## src/include/pwm_edge_regs.svh

```systemverilog
// Register offsets, field positions, reset values and timing for the edge timing block
// Overview of operation
// - Each edge time is 12 bits: a full timing byte on top and setting bits 7:4 below it.
// - One unit of edge time places the edge 5 ns later within the switching period.
// - With setting bit 3 clear, the edge stays at its programmed time whatever the modulation.
// - With setting bit 2 set, a growing modulation moves the edge later.
// - With setting bit 2 clear, a growing modulation moves the edge earlier.
// - The timing byte supplies all of its bits 7:0 as the upper part of the edge time.
// - The first output's falling edge uses byte out_a_fall_time_high and the top nibble of byte out_a_fall_setting.
// - The second output's rising edge uses out_b_rise_time_high/out_b_rise_setting and its falling edge out_b_fall_time_high/out_b_fall_setting.
// - The first output's rising edge uses byte 0x41 and the top nibble of byte out_a_rise_setting.
`ifndef PWM_EDGE_REGS_SVH
`define PWM_EDGE_REGS_SVH

`define OFS_OUT_A_RISE_TIME_HIGH 8'h41
`define OFS_OUT_A_RISE_SETTING 8'h42
`define OFS_OUT_A_FALL_TIME_HIGH 8'h43
`define OFS_OUT_A_FALL_SETTING 8'h44
`define OFS_OUT_B_RISE_TIME_HIGH 8'h45
`define OFS_OUT_B_RISE_SETTING 8'h46
`define OFS_OUT_B_FALL_TIME_HIGH 8'h47
`define OFS_OUT_B_FALL_SETTING 8'h48

`define SET_TIME_LOW_MSB 7
`define SET_TIME_LOW_LSB 4
`define SET_MOD_EN_BIT 3
`define SET_SIGN_NEG_BIT 2

`define RST_TIME_HIGH 8'h00
`define RST_SETTING 8'h00

`define EDGE_STEP_NS 5
`define CLK_PERIOD_NS 25
`define STEPS_PER_CLK (`CLK_PERIOD_NS / `EDGE_STEP_NS)

`endif

```

## src/include/pwm_edge_pkg.sv

```systemverilog
// Types shared by the edge timing block
`default_nettype none
package pwm_edge_pkg;

  typedef struct packed {
    logic [7:0] addr;
    logic [7:0] wdata;
    logic wr;
    logic rd;
  } reg_req_t;

  typedef struct packed {
    logic [3:0] time_low;
    logic mod_en;
    logic sign_neg;
    logic [1:0] reserved;
  } edge_setting_t;

  typedef struct packed {
    logic [11:0] count;
    logic start;
  } period_t;

endpackage
`default_nettype wire

```

## src/rtl/pwm_edge_timing.sv

```systemverilog
// Edge placement for the two PWM outputs with byte register access
`default_nettype none
`include "pwm_edge_regs.svh"

module pwm_edge_timing
  import pwm_edge_pkg::*;
#(
  parameter int TIME_W = 12
) (
  // Clock and reset
  input wire logic sys_clk_in,
  input wire logic rst_n_in,
  // Register port
  input wire reg_req_t reg_req_in,
  output logic [7:0] reg_rdata_out,
  // Loop and period counter
  input wire logic [TIME_W-1:0] mod_value_in,
  input wire period_t period_in,
  // Power stage pins
  output logic pwm_output_first_out,
  output logic pwm_output_second_out
);

  // ------------------------------------------------------------
  // Edge arithmetic
  // ------------------------------------------------------------
  // Saturates at both ends so a large modulation never wraps an edge
  // around to the far side of the period.
  function automatic logic [TIME_W-1:0] edge_eff(input logic [TIME_W-1:0] base,
                                                 input edge_setting_t set,
                                                 input logic [TIME_W-1:0] mod);
    logic [TIME_W:0] sum;
    sum = {1'b0, base} + {1'b0, mod};
    if (!set.mod_en) begin
      edge_eff = base;
    end else if (set.sign_neg) begin
      edge_eff = sum[TIME_W] ? {TIME_W{1'b1}} : sum[TIME_W-1:0];
    end else begin
      edge_eff = (mod > base) ? '0 : base - mod;
    end
  endfunction

  // Output is high from rise up to fall; a rise after the fall wraps over period end.
  function automatic logic in_window(input logic [TIME_W-1:0] cnt,
                                     input logic [TIME_W-1:0] rise,
                                     input logic [TIME_W-1:0] fall);
    if (rise <= fall) begin
      in_window = (cnt >= rise) && (cnt < fall);
    end else begin
      in_window = (cnt >= rise) || (cnt < fall);
    end
  endfunction

  // ------------------------------------------------------------
  // Registers
  // ------------------------------------------------------------
  // Index 0: first rise, 1: first fall, 2: second rise, 3: second fall.
  logic [7:0] time_high_reg [4];
  edge_setting_t setting_reg [4];
  logic [7:0] reg_rdata_reg;
  logic [TIME_W-1:0] mod_reg;
  logic first_reg;
  logic second_reg;

  wire logic [7:0] addr_rel = reg_req_in.addr - `OFS_OUT_A_RISE_TIME_HIGH;
  wire logic addr_hit = (reg_req_in.addr >= `OFS_OUT_A_RISE_TIME_HIGH) &&
                        (reg_req_in.addr <= `OFS_OUT_B_FALL_SETTING);
  wire logic [1:0] addr_edge = addr_rel[2:1];
  wire logic addr_is_setting = addr_rel[0];
  wire logic wr_time = reg_req_in.wr && addr_hit && !addr_is_setting;
  wire logic wr_set = reg_req_in.wr && addr_hit && addr_is_setting;
  wire logic [7:0] rd_value = !addr_hit ? 8'h00 :
                              addr_is_setting ? setting_reg[addr_edge] :
                              time_high_reg[addr_edge];

  always_ff @(posedge sys_clk_in) begin
    if (!rst_n_in) begin
      for (int i = 0; i < 4; i++) begin
        time_high_reg[i] <= `RST_TIME_HIGH;
        setting_reg[i] <= `RST_SETTING;
      end
    end else if (wr_time) begin
      time_high_reg[addr_edge] <= reg_req_in.wdata;
    end else if (wr_set) begin
      // Bits 1:0 are stored as written; software keeps them zero
      setting_reg[addr_edge] <= reg_req_in.wdata;
    end
  end

  always_ff @(posedge sys_clk_in) begin
    if (!rst_n_in) begin
      reg_rdata_reg <= 8'h00;
    end else if (reg_req_in.rd) begin
      reg_rdata_reg <= rd_value;
    end
  end

  // ------------------------------------------------------------
  // Edge times
  // ------------------------------------------------------------
  wire logic [TIME_W-1:0] first_rise_time =
    {time_high_reg[0], setting_reg[0].time_low};
  wire logic [TIME_W-1:0] first_fall_time =
    {time_high_reg[1], setting_reg[1].time_low};
  wire logic [TIME_W-1:0] second_rise_time =
    {time_high_reg[2], setting_reg[2].time_low};
  wire logic [TIME_W-1:0] second_fall_time =
    {time_high_reg[3], setting_reg[3].time_low};

  wire logic [TIME_W-1:0] first_rise_eff = edge_eff(first_rise_time, setting_reg[0], mod_reg);
  wire logic [TIME_W-1:0] first_fall_eff = edge_eff(first_fall_time, setting_reg[1], mod_reg);
  wire logic [TIME_W-1:0] second_rise_eff = edge_eff(second_rise_time, setting_reg[2], mod_reg);
  wire logic [TIME_W-1:0] second_fall_eff = edge_eff(second_fall_time, setting_reg[3], mod_reg);

  // Count is in 5 ns steps, so one unit of edge time is one step of the count.
  wire logic first_next = in_window(period_in.count, first_rise_eff, first_fall_eff);
  wire logic second_next = in_window(period_in.count, second_rise_eff, second_fall_eff);

  // ------------------------------------------------------------
  // Modulation and outputs
  // ------------------------------------------------------------
  // Modulation only changes at a period start, so an edge never jumps twice in one period.
  always_ff @(posedge sys_clk_in) begin
    if (!rst_n_in) begin
      mod_reg <= '0;
    end else if (period_in.start) begin
      mod_reg <= mod_value_in;
    end
  end

  always_ff @(posedge sys_clk_in) begin
    if (!rst_n_in) begin
      first_reg <= 1'b0;
      second_reg <= 1'b0;
    end else begin
      first_reg <= first_next;
      second_reg <= second_next;
    end
  end

  assign reg_rdata_out = reg_rdata_reg;
  assign pwm_output_first_out = first_reg;
  assign pwm_output_second_out = second_reg;

  // ------------------------------------------------------------
  // Assertions
  // ------------------------------------------------------------
  property p_rise_a_high;
    @(posedge sys_clk_in) disable iff (!rst_n_in)
      reg_req_in.wr && reg_req_in.addr == `OFS_OUT_A_RISE_TIME_HIGH
      |=> first_rise_time[11:4] == $past(reg_req_in.wdata);
  endproperty
  a_rise_a_high: assert property (p_rise_a_high)
    else $error("first rise upper bits not taken from its timing byte");

  property p_rise_a_low;
    @(posedge sys_clk_in) disable iff (!rst_n_in)
      reg_req_in.wr && reg_req_in.addr == `OFS_OUT_A_RISE_SETTING
      |=> first_rise_time[3:0] == $past(reg_req_in.wdata[7:4]);
  endproperty
  a_rise_a_low: assert property (p_rise_a_low)
    else $error("first rise low nibble not taken from setting bits 7:4");

  property p_fall_a;
    @(posedge sys_clk_in) disable iff (!rst_n_in)
      reg_req_in.wr && reg_req_in.addr == `OFS_OUT_A_FALL_TIME_HIGH
      |=> first_fall_time[11:4] == $past(reg_req_in.wdata);
  endproperty
  a_fall_a: assert property (p_fall_a)
    else $error("first fall upper bits wrong");

  property p_rise_b;
    @(posedge sys_clk_in) disable iff (!rst_n_in)
      reg_req_in.wr && reg_req_in.addr == `OFS_OUT_B_RISE_SETTING
      |=> second_rise_time[3:0] == $past(reg_req_in.wdata[7:4]);
  endproperty
  a_rise_b: assert property (p_rise_b)
    else $error("second rise low nibble wrong");

  property p_fall_b;
    @(posedge sys_clk_in) disable iff (!rst_n_in)
      reg_req_in.wr && reg_req_in.addr == `OFS_OUT_B_FALL_TIME_HIGH
      |=> second_fall_time[11:4] == $past(reg_req_in.wdata);
  endproperty
  a_fall_b: assert property (p_fall_b)
    else $error("second fall upper bits wrong");

  property p_hold;
    @(posedge sys_clk_in) disable iff (!rst_n_in)
      !setting_reg[0].mod_en && $stable(first_rise_time) && $changed(mod_reg)
      |-> first_rise_eff == first_rise_time;
  endproperty
  a_hold: assert property (p_hold)
    else $error("unmodulated edge moved with modulation");

  property p_neg;
    @(posedge sys_clk_in) disable iff (!rst_n_in)
      setting_reg[1].mod_en && setting_reg[1].sign_neg &&
      ({1'b0, first_fall_time} + {1'b0, mod_reg}) < 13'h1000
      |-> first_fall_eff == first_fall_time + mod_reg;
  endproperty
  a_neg: assert property (p_neg)
    else $error("negative sign edge not moved later by modulation");

  property p_pos;
    @(posedge sys_clk_in) disable iff (!rst_n_in)
      setting_reg[2].mod_en && !setting_reg[2].sign_neg && mod_reg <= second_rise_time
      |-> second_rise_eff == second_rise_time - mod_reg;
  endproperty
  a_pos: assert property (p_pos)
    else $error("positive sign edge not moved earlier by modulation");

  property p_rise_out;
    @(posedge sys_clk_in) disable iff (!rst_n_in)
      $rose(pwm_output_first_out) |-> $past(period_in.count) >= $past(first_rise_eff) ||
                                      $past(period_in.count) < $past(first_fall_eff);
  endproperty
  a_rise_out: assert property (p_rise_out)
    else $error("first output rose outside its window");

  property p_fall_out;
    @(posedge sys_clk_in) disable iff (!rst_n_in)
      second_rise_eff < second_fall_eff && period_in.count >= second_fall_eff
      |=> !pwm_output_second_out;
  endproperty
  a_fall_out: assert property (p_fall_out)
    else $error("second output high past its falling edge");

  property p_read_a_high;
    @(posedge sys_clk_in) disable iff (!rst_n_in)
      reg_req_in.rd && reg_req_in.addr == `OFS_OUT_A_RISE_TIME_HIGH
      |=> reg_rdata_out == $past(first_rise_time[11:4]);
  endproperty
  a_read_a_high: assert property (p_read_a_high)
    else $error("first rise timing byte not read back");

  // Writes outside the block's byte range must not touch any edge
  property p_ignore_far;
    @(posedge sys_clk_in) disable iff (!rst_n_in)
      reg_req_in.wr && !addr_hit
      |=> $stable(first_rise_time) && $stable(first_fall_time) &&
          $stable(second_rise_time) && $stable(second_fall_time);
  endproperty
  a_ignore_far: assert property (p_ignore_far)
    else $error("edge time changed by a write outside the block");

  property p_hold_b;
    @(posedge sys_clk_in) disable iff (!rst_n_in)
      !setting_reg[3].mod_en |-> second_fall_eff == second_fall_time;
  endproperty
  a_hold_b: assert property (p_hold_b)
    else $error("unmodulated second fall edge moved");

  // Late edges clamp at the period end instead of wrapping
  property p_neg_sat;
    @(posedge sys_clk_in) disable iff (!rst_n_in)
      setting_reg[0].mod_en && setting_reg[0].sign_neg &&
      ({1'b0, first_rise_time} + {1'b0, mod_reg}) >= 13'h1000
      |-> first_rise_eff == 12'hfff;
  endproperty
  a_neg_sat: assert property (p_neg_sat)
    else $error("negative sign edge not clamped at the period end");

  property p_pos_floor;
    @(posedge sys_clk_in) disable iff (!rst_n_in)
      setting_reg[1].mod_en && !setting_reg[1].sign_neg && mod_reg > first_fall_time
      |-> first_fall_eff == 12'h000;
  endproperty
  a_pos_floor: assert property (p_pos_floor)
    else $error("positive sign edge not clamped at the period start");

  property p_rise_in;
    @(posedge sys_clk_in) disable iff (!rst_n_in)
      second_rise_eff < second_fall_eff && period_in.count >= second_rise_eff &&
      period_in.count < second_fall_eff
      |=> pwm_output_second_out;
  endproperty
  a_rise_in: assert property (p_rise_in)
    else $error("second output low inside its window");

  property p_equal_low;
    @(posedge sys_clk_in) disable iff (!rst_n_in)
      first_rise_eff == first_fall_eff |=> !pwm_output_first_out;
  endproperty
  a_equal_low: assert property (p_equal_low)
    else $error("first output high with coinciding edges");

  property p_mod_latch;
    @(posedge sys_clk_in) disable iff (!rst_n_in)
      !period_in.start |=> $stable(mod_reg);
  endproperty
  a_mod_latch: assert property (p_mod_latch)
    else $error("modulation amount changed inside a period");

  // ------------------------------------------------------------
  // Scenario covers
  // ------------------------------------------------------------
  c_first_pulse: cover property (@(posedge sys_clk_in) disable iff (!rst_n_in)
    $rose(pwm_output_first_out) ##[1:1000] $fell(pwm_output_first_out));
  c_second_pulse: cover property (@(posedge sys_clk_in) disable iff (!rst_n_in)
    $rose(pwm_output_second_out));
  c_modulated: cover property (@(posedge sys_clk_in) disable iff (!rst_n_in)
    setting_reg[0].mod_en && mod_reg != '0 && first_rise_eff != first_rise_time);
  c_read: cover property (@(posedge sys_clk_in) disable iff (!rst_n_in)
    reg_req_in.rd && addr_hit);
  c_wrap: cover property (@(posedge sys_clk_in) disable iff (!rst_n_in)
    second_rise_eff > second_fall_eff && pwm_output_second_out);

endmodule
`default_nettype wire

```

## config.mk

```make
export PLATFORM = sky130hd
export DESIGN_NAME = pwm_edge_timing
export DESIGN_NICKNAME = d
export VERILOG_FILES = /design/src/include/pwm_edge_pkg.sv /design/src/rtl/pwm_edge_timing.sv
export VERILOG_INCLUDE_DIRS = /design/src /design/src/include
export SDC_FILE = /design/constraint.sdc
export NUM_CORES = 1
export LEC_CHECK = 0
export BUFFER_PORTS_ARGS = -buffer_cell sky130_fd_sc_hd__buf_4
export CAP_MARGIN = 10
export CORE_MARGIN = 1
export CORE_UTILIZATION = 30
export DETAILED_ROUTE_END_ITERATION = 12
export GPL_TIMING_DRIVEN = 0
export HOLD_SLACK_MARGIN = 0.05
export PLACE_DENSITY = 0.45
export SLEW_MARGIN = 20
export SYNTH_ARGS = -nofsm -noshare
export SYNTH_HDL_FRONTEND = slang
export SYNTH_SLANG_ARGS = --single-unit
```

## constraint.sdc

```tcl
create_clock -name sys_clk_in -period 10.55 [get_ports sys_clk_in]
set_input_delay 1.055 -clock sys_clk_in [delete_from_list [all_inputs] [get_ports sys_clk_in]]
set_output_delay 1.055 -clock sys_clk_in [all_outputs]
set_load 0.05 [all_outputs]
```

==> reports/results.ini <==
[routing]
routed_wl_um=41670
routedWlPerCell_um=23.27
drt_iter0_markers=817
viasPerCell=5.508
drcViolationCount=0
num_vias=9864
antenna_left=0
dr.pass1.iters=5

[sta]
finalSetupViolCount=0
tns_ns=0
min_period_ns=6.358
fmax_mhz=157.3
hold_ws_ns=0.5000
hold_viol_final=0
post-route-period-util_pct=60.26
rsz0062_at_grt=false
finClkSkew_ns=0.02826
worst_slack_ns=4.192
slew_violations=0
slew_headroom_pct=35.12
worst_slew_pin_slew_ns=0.9643

[floorplan]
std_cell_rows=69
die_area_um2=36700
die_h_um=191.6
boundaryPins=55
chipWidth_um=191.6
core_um2=35480
initial_core_util_pct=30.38

[placement]
port_buffers=52
gp_congestion=0.9379
dp_slack_ns=4.179
hpwl_um=32690

[clocking]
postCtsHoldBufs=0
clock_sinks=86
clk_latency_ns=0.39
numCtsBuffers=9
ctsResizeCount=0
ctsRootBufferMaster=clkbuf_16
path_clk_slew_ns=0.09
clk_path_buf_depth=2
tritoncts=built
htreeDepth=3
cts_setup_buffers=0

[yosys]
yosys-top-cells-area=ha_1, edfxtp_1, nor2_1
synth_most_common_cell=ha_1
yosys_warnings=0
synth_compound_area_share_pct=23.48
synth_mux_area_share_pct=5.687
synth-simple-area-share_pct=19.34
syn_inst=1262
yosys.area_share.adder_pct=20.73
synth_xor_xnor_area_share_pct=3.656
ys_ff_latch=86
async_flop_share_pct=0
ys_top_cells_by_count=ha_1, nor2_1, a21oi_1, inv_1, edfxtp_1
yosysUniqueCellTypes=94
synth-edff-count=64
yosys.area.top_type=ha_1
synth_ff_type=edfxtp_1
syn_area_per_cell_um2=8.542
ys_seq_area_share_pct=21.91
synth_top_family_by_area=compound AO/OA/AOI/OAI gates
synth_fp_nets=1480
synth_top_area_share_pct=19.15
netlist_area_um2=10780

[layout]
utilization_pct=34.00
nNetsFinal=1543
ff_latch_area_um2=2364
diodes=0
area_delta_synth_final_pct=11.92
drive_above_1_share_pct=10.23
fillers=3696
multi_input_area_um2=7881

[setup_path]
path_cells=inv_1 > ha_1 > inv_2 > a21oi_2 > or4b_1 > and4_1 > or4_1 > inv_1 > a21oi_1 > a31o_2 > inv_1 > ha_1 > a21o_1 > a2111oi_0 > o21ai_0 > o2111ai_1 > a21oi_1 > a211oi_1 > nand2_1 > a211oi_1 > a2111oi_2 > a22o_1
setup.worst_path.class=reg2reg
slowest_delay_ns=0.71
critical-path-top-delay-family=compound AO/OA/AOI/OAI gates
path_common_cell=inv_1
critPathArrivalTime_ns=6.63
critPathMaxFanout=7
crit_buf_inv=4
end_kind=flip-flop
worst_setup_path_start_kind=flip-flop
rrSetupSlack_ns=4.19
crit_slowest_cell=dfxtp_1
cp.required_ns=10.82

[global_route]
grt_start_max_net_pins=15
first_global_vias=9467
overflow=0
track_usage_pct=23.13
antenna_found_initial=1
grt_pass1_wl_um=60730

[flow_run]
drv_cap=0

[pwr]
power_density_nw_per_um2=110.2
p_leak_nw=5.109
power.total_mw=1.329
vdd.ir_drop.worst_mv=0.1052

[hold_path]
hold_path.class=reg2reg

[outcome]
outcome=completed

[routing by layer]
| layer | vias to the layer above | GRT usage (%) | part of all wire, % | wire length, um |
|---|---|---|---|---|
| met1 | 4738 | 31.72 | 47 | 19500 |
| li1 | 4794 | - | - | - |
| met4 | 0 | 10.07 | 4.0 | 1651 |
| met5 | - | 0 | 0 | 0 |
| met2 | 277 | 36.64 | 45 | 18590 |
| met3 | 55 | 2.332 | 4.6 | 1932 |
[report_power, final]
part	internal (mW)	total [mW]	switching (mW)
combinational	0.236	0.565	0.330
clock	0.184	0.335	0.151
sequential	0.382	0.429	0.0470
[worst register-to-register path, stage by stage (launching register included)]
cell       delay, ns
dfxtp_1         0.71
inv_1           0.38
ha_1            0.54
inv_2           0.09
a21oi_2         0.21
or4b_1          0.51
and4_1          0.19
or4_1           0.56
inv_1           0.19
a21oi_1         0.12
a31o_2          0.28
inv_1           0.06
ha_1            0.23
a21o_1          0.15
a2111oi_0       0.38
o21ai_0         0.17
o2111ai_1       0.14
a21oi_1         0.09
a211oi_1        0.49
nand2_1         0.11
a211oi_1        0.30
a2111oi_2       0.09
a22o_1          0.28
[placed cells by master (no fill, tap or decap), types with 9 or more instances in the layout]
cell type and n:
edfxtp_1 64, o21a_1 19, dfxtp_1 21, inv_1 89, a21o_1 23, clkbuf_16 9, nor3_1 28, o211ai_1 11
xor2_1 11, and2_1 57, mux2i_1 23, o21ai_0 49, xnor2_1 33, o31ai_1 10, clkbuf_1 30, buf_4 53
nor2b_1 27, nand2b_1 22, mux4_2 16, nand3_1 20, nand2_1 57, a31oi_1 13, o21bai_1 9, a211oi_1 16
ha_1 165, o22ai_1 10, nor2_1 141, a21oi_1 101, and3_1 18
[final timing paths]
kind / start / to / cells after the start
hold / removal: reg_rdata_out[7]$_SDFFE_PN0P_ / reg_rdata_out[7]$_SDFFE_PN0P_ / 2
hold reg to reg: reg_rdata_out[7]$_SDFFE_PN0P_ / reg_rdata_out[7]$_SDFFE_PN0P_ / 2
setup reg to reg: mod_reg[7]$_SDFFE_PN0P_ / pwm_output_first_out$_SDFF_PN0_ / 22
setup / recovery: mod_reg[7]$_SDFFE_PN0P_ / pwm_output_first_out$_SDFF_PN0_ / 22
[kinds of logic after synthesis]
family,count (synthesis)
buffers and inverters,135
AOI/OAI and AO/OA,367
adders and majority gates,174
and+or+nand+nor,414
xor gates and xnor gates,45
DFF,86
muxes,41
[per-stage QoR]
| stage | cells | area, um^2 |
|---|---|---|
| detailed placement | 1775 | 11770 |
| global placement | 1775 | 11750 |
| CTS | 1791 | 12060 |
| global route | 1791 | 12070 |
| floorplan | 1262 | 10780 |
| finish | 1791 | 12070 |
[layout make-up]
type | instances | share of cell area, %
clock inverter | 5 | 0.4978
buffer | 42 | 1.753
sequential | 86 | 19.59
tap | 461 | 4.781
timing repair buffer | 52 | 3.236
inverter | 93 | 2.893
clock buffer | 11 | 1.929
multi-input combinational | 1041 | 65.32
Note: power is estimated with default switching activity, not from simulation.
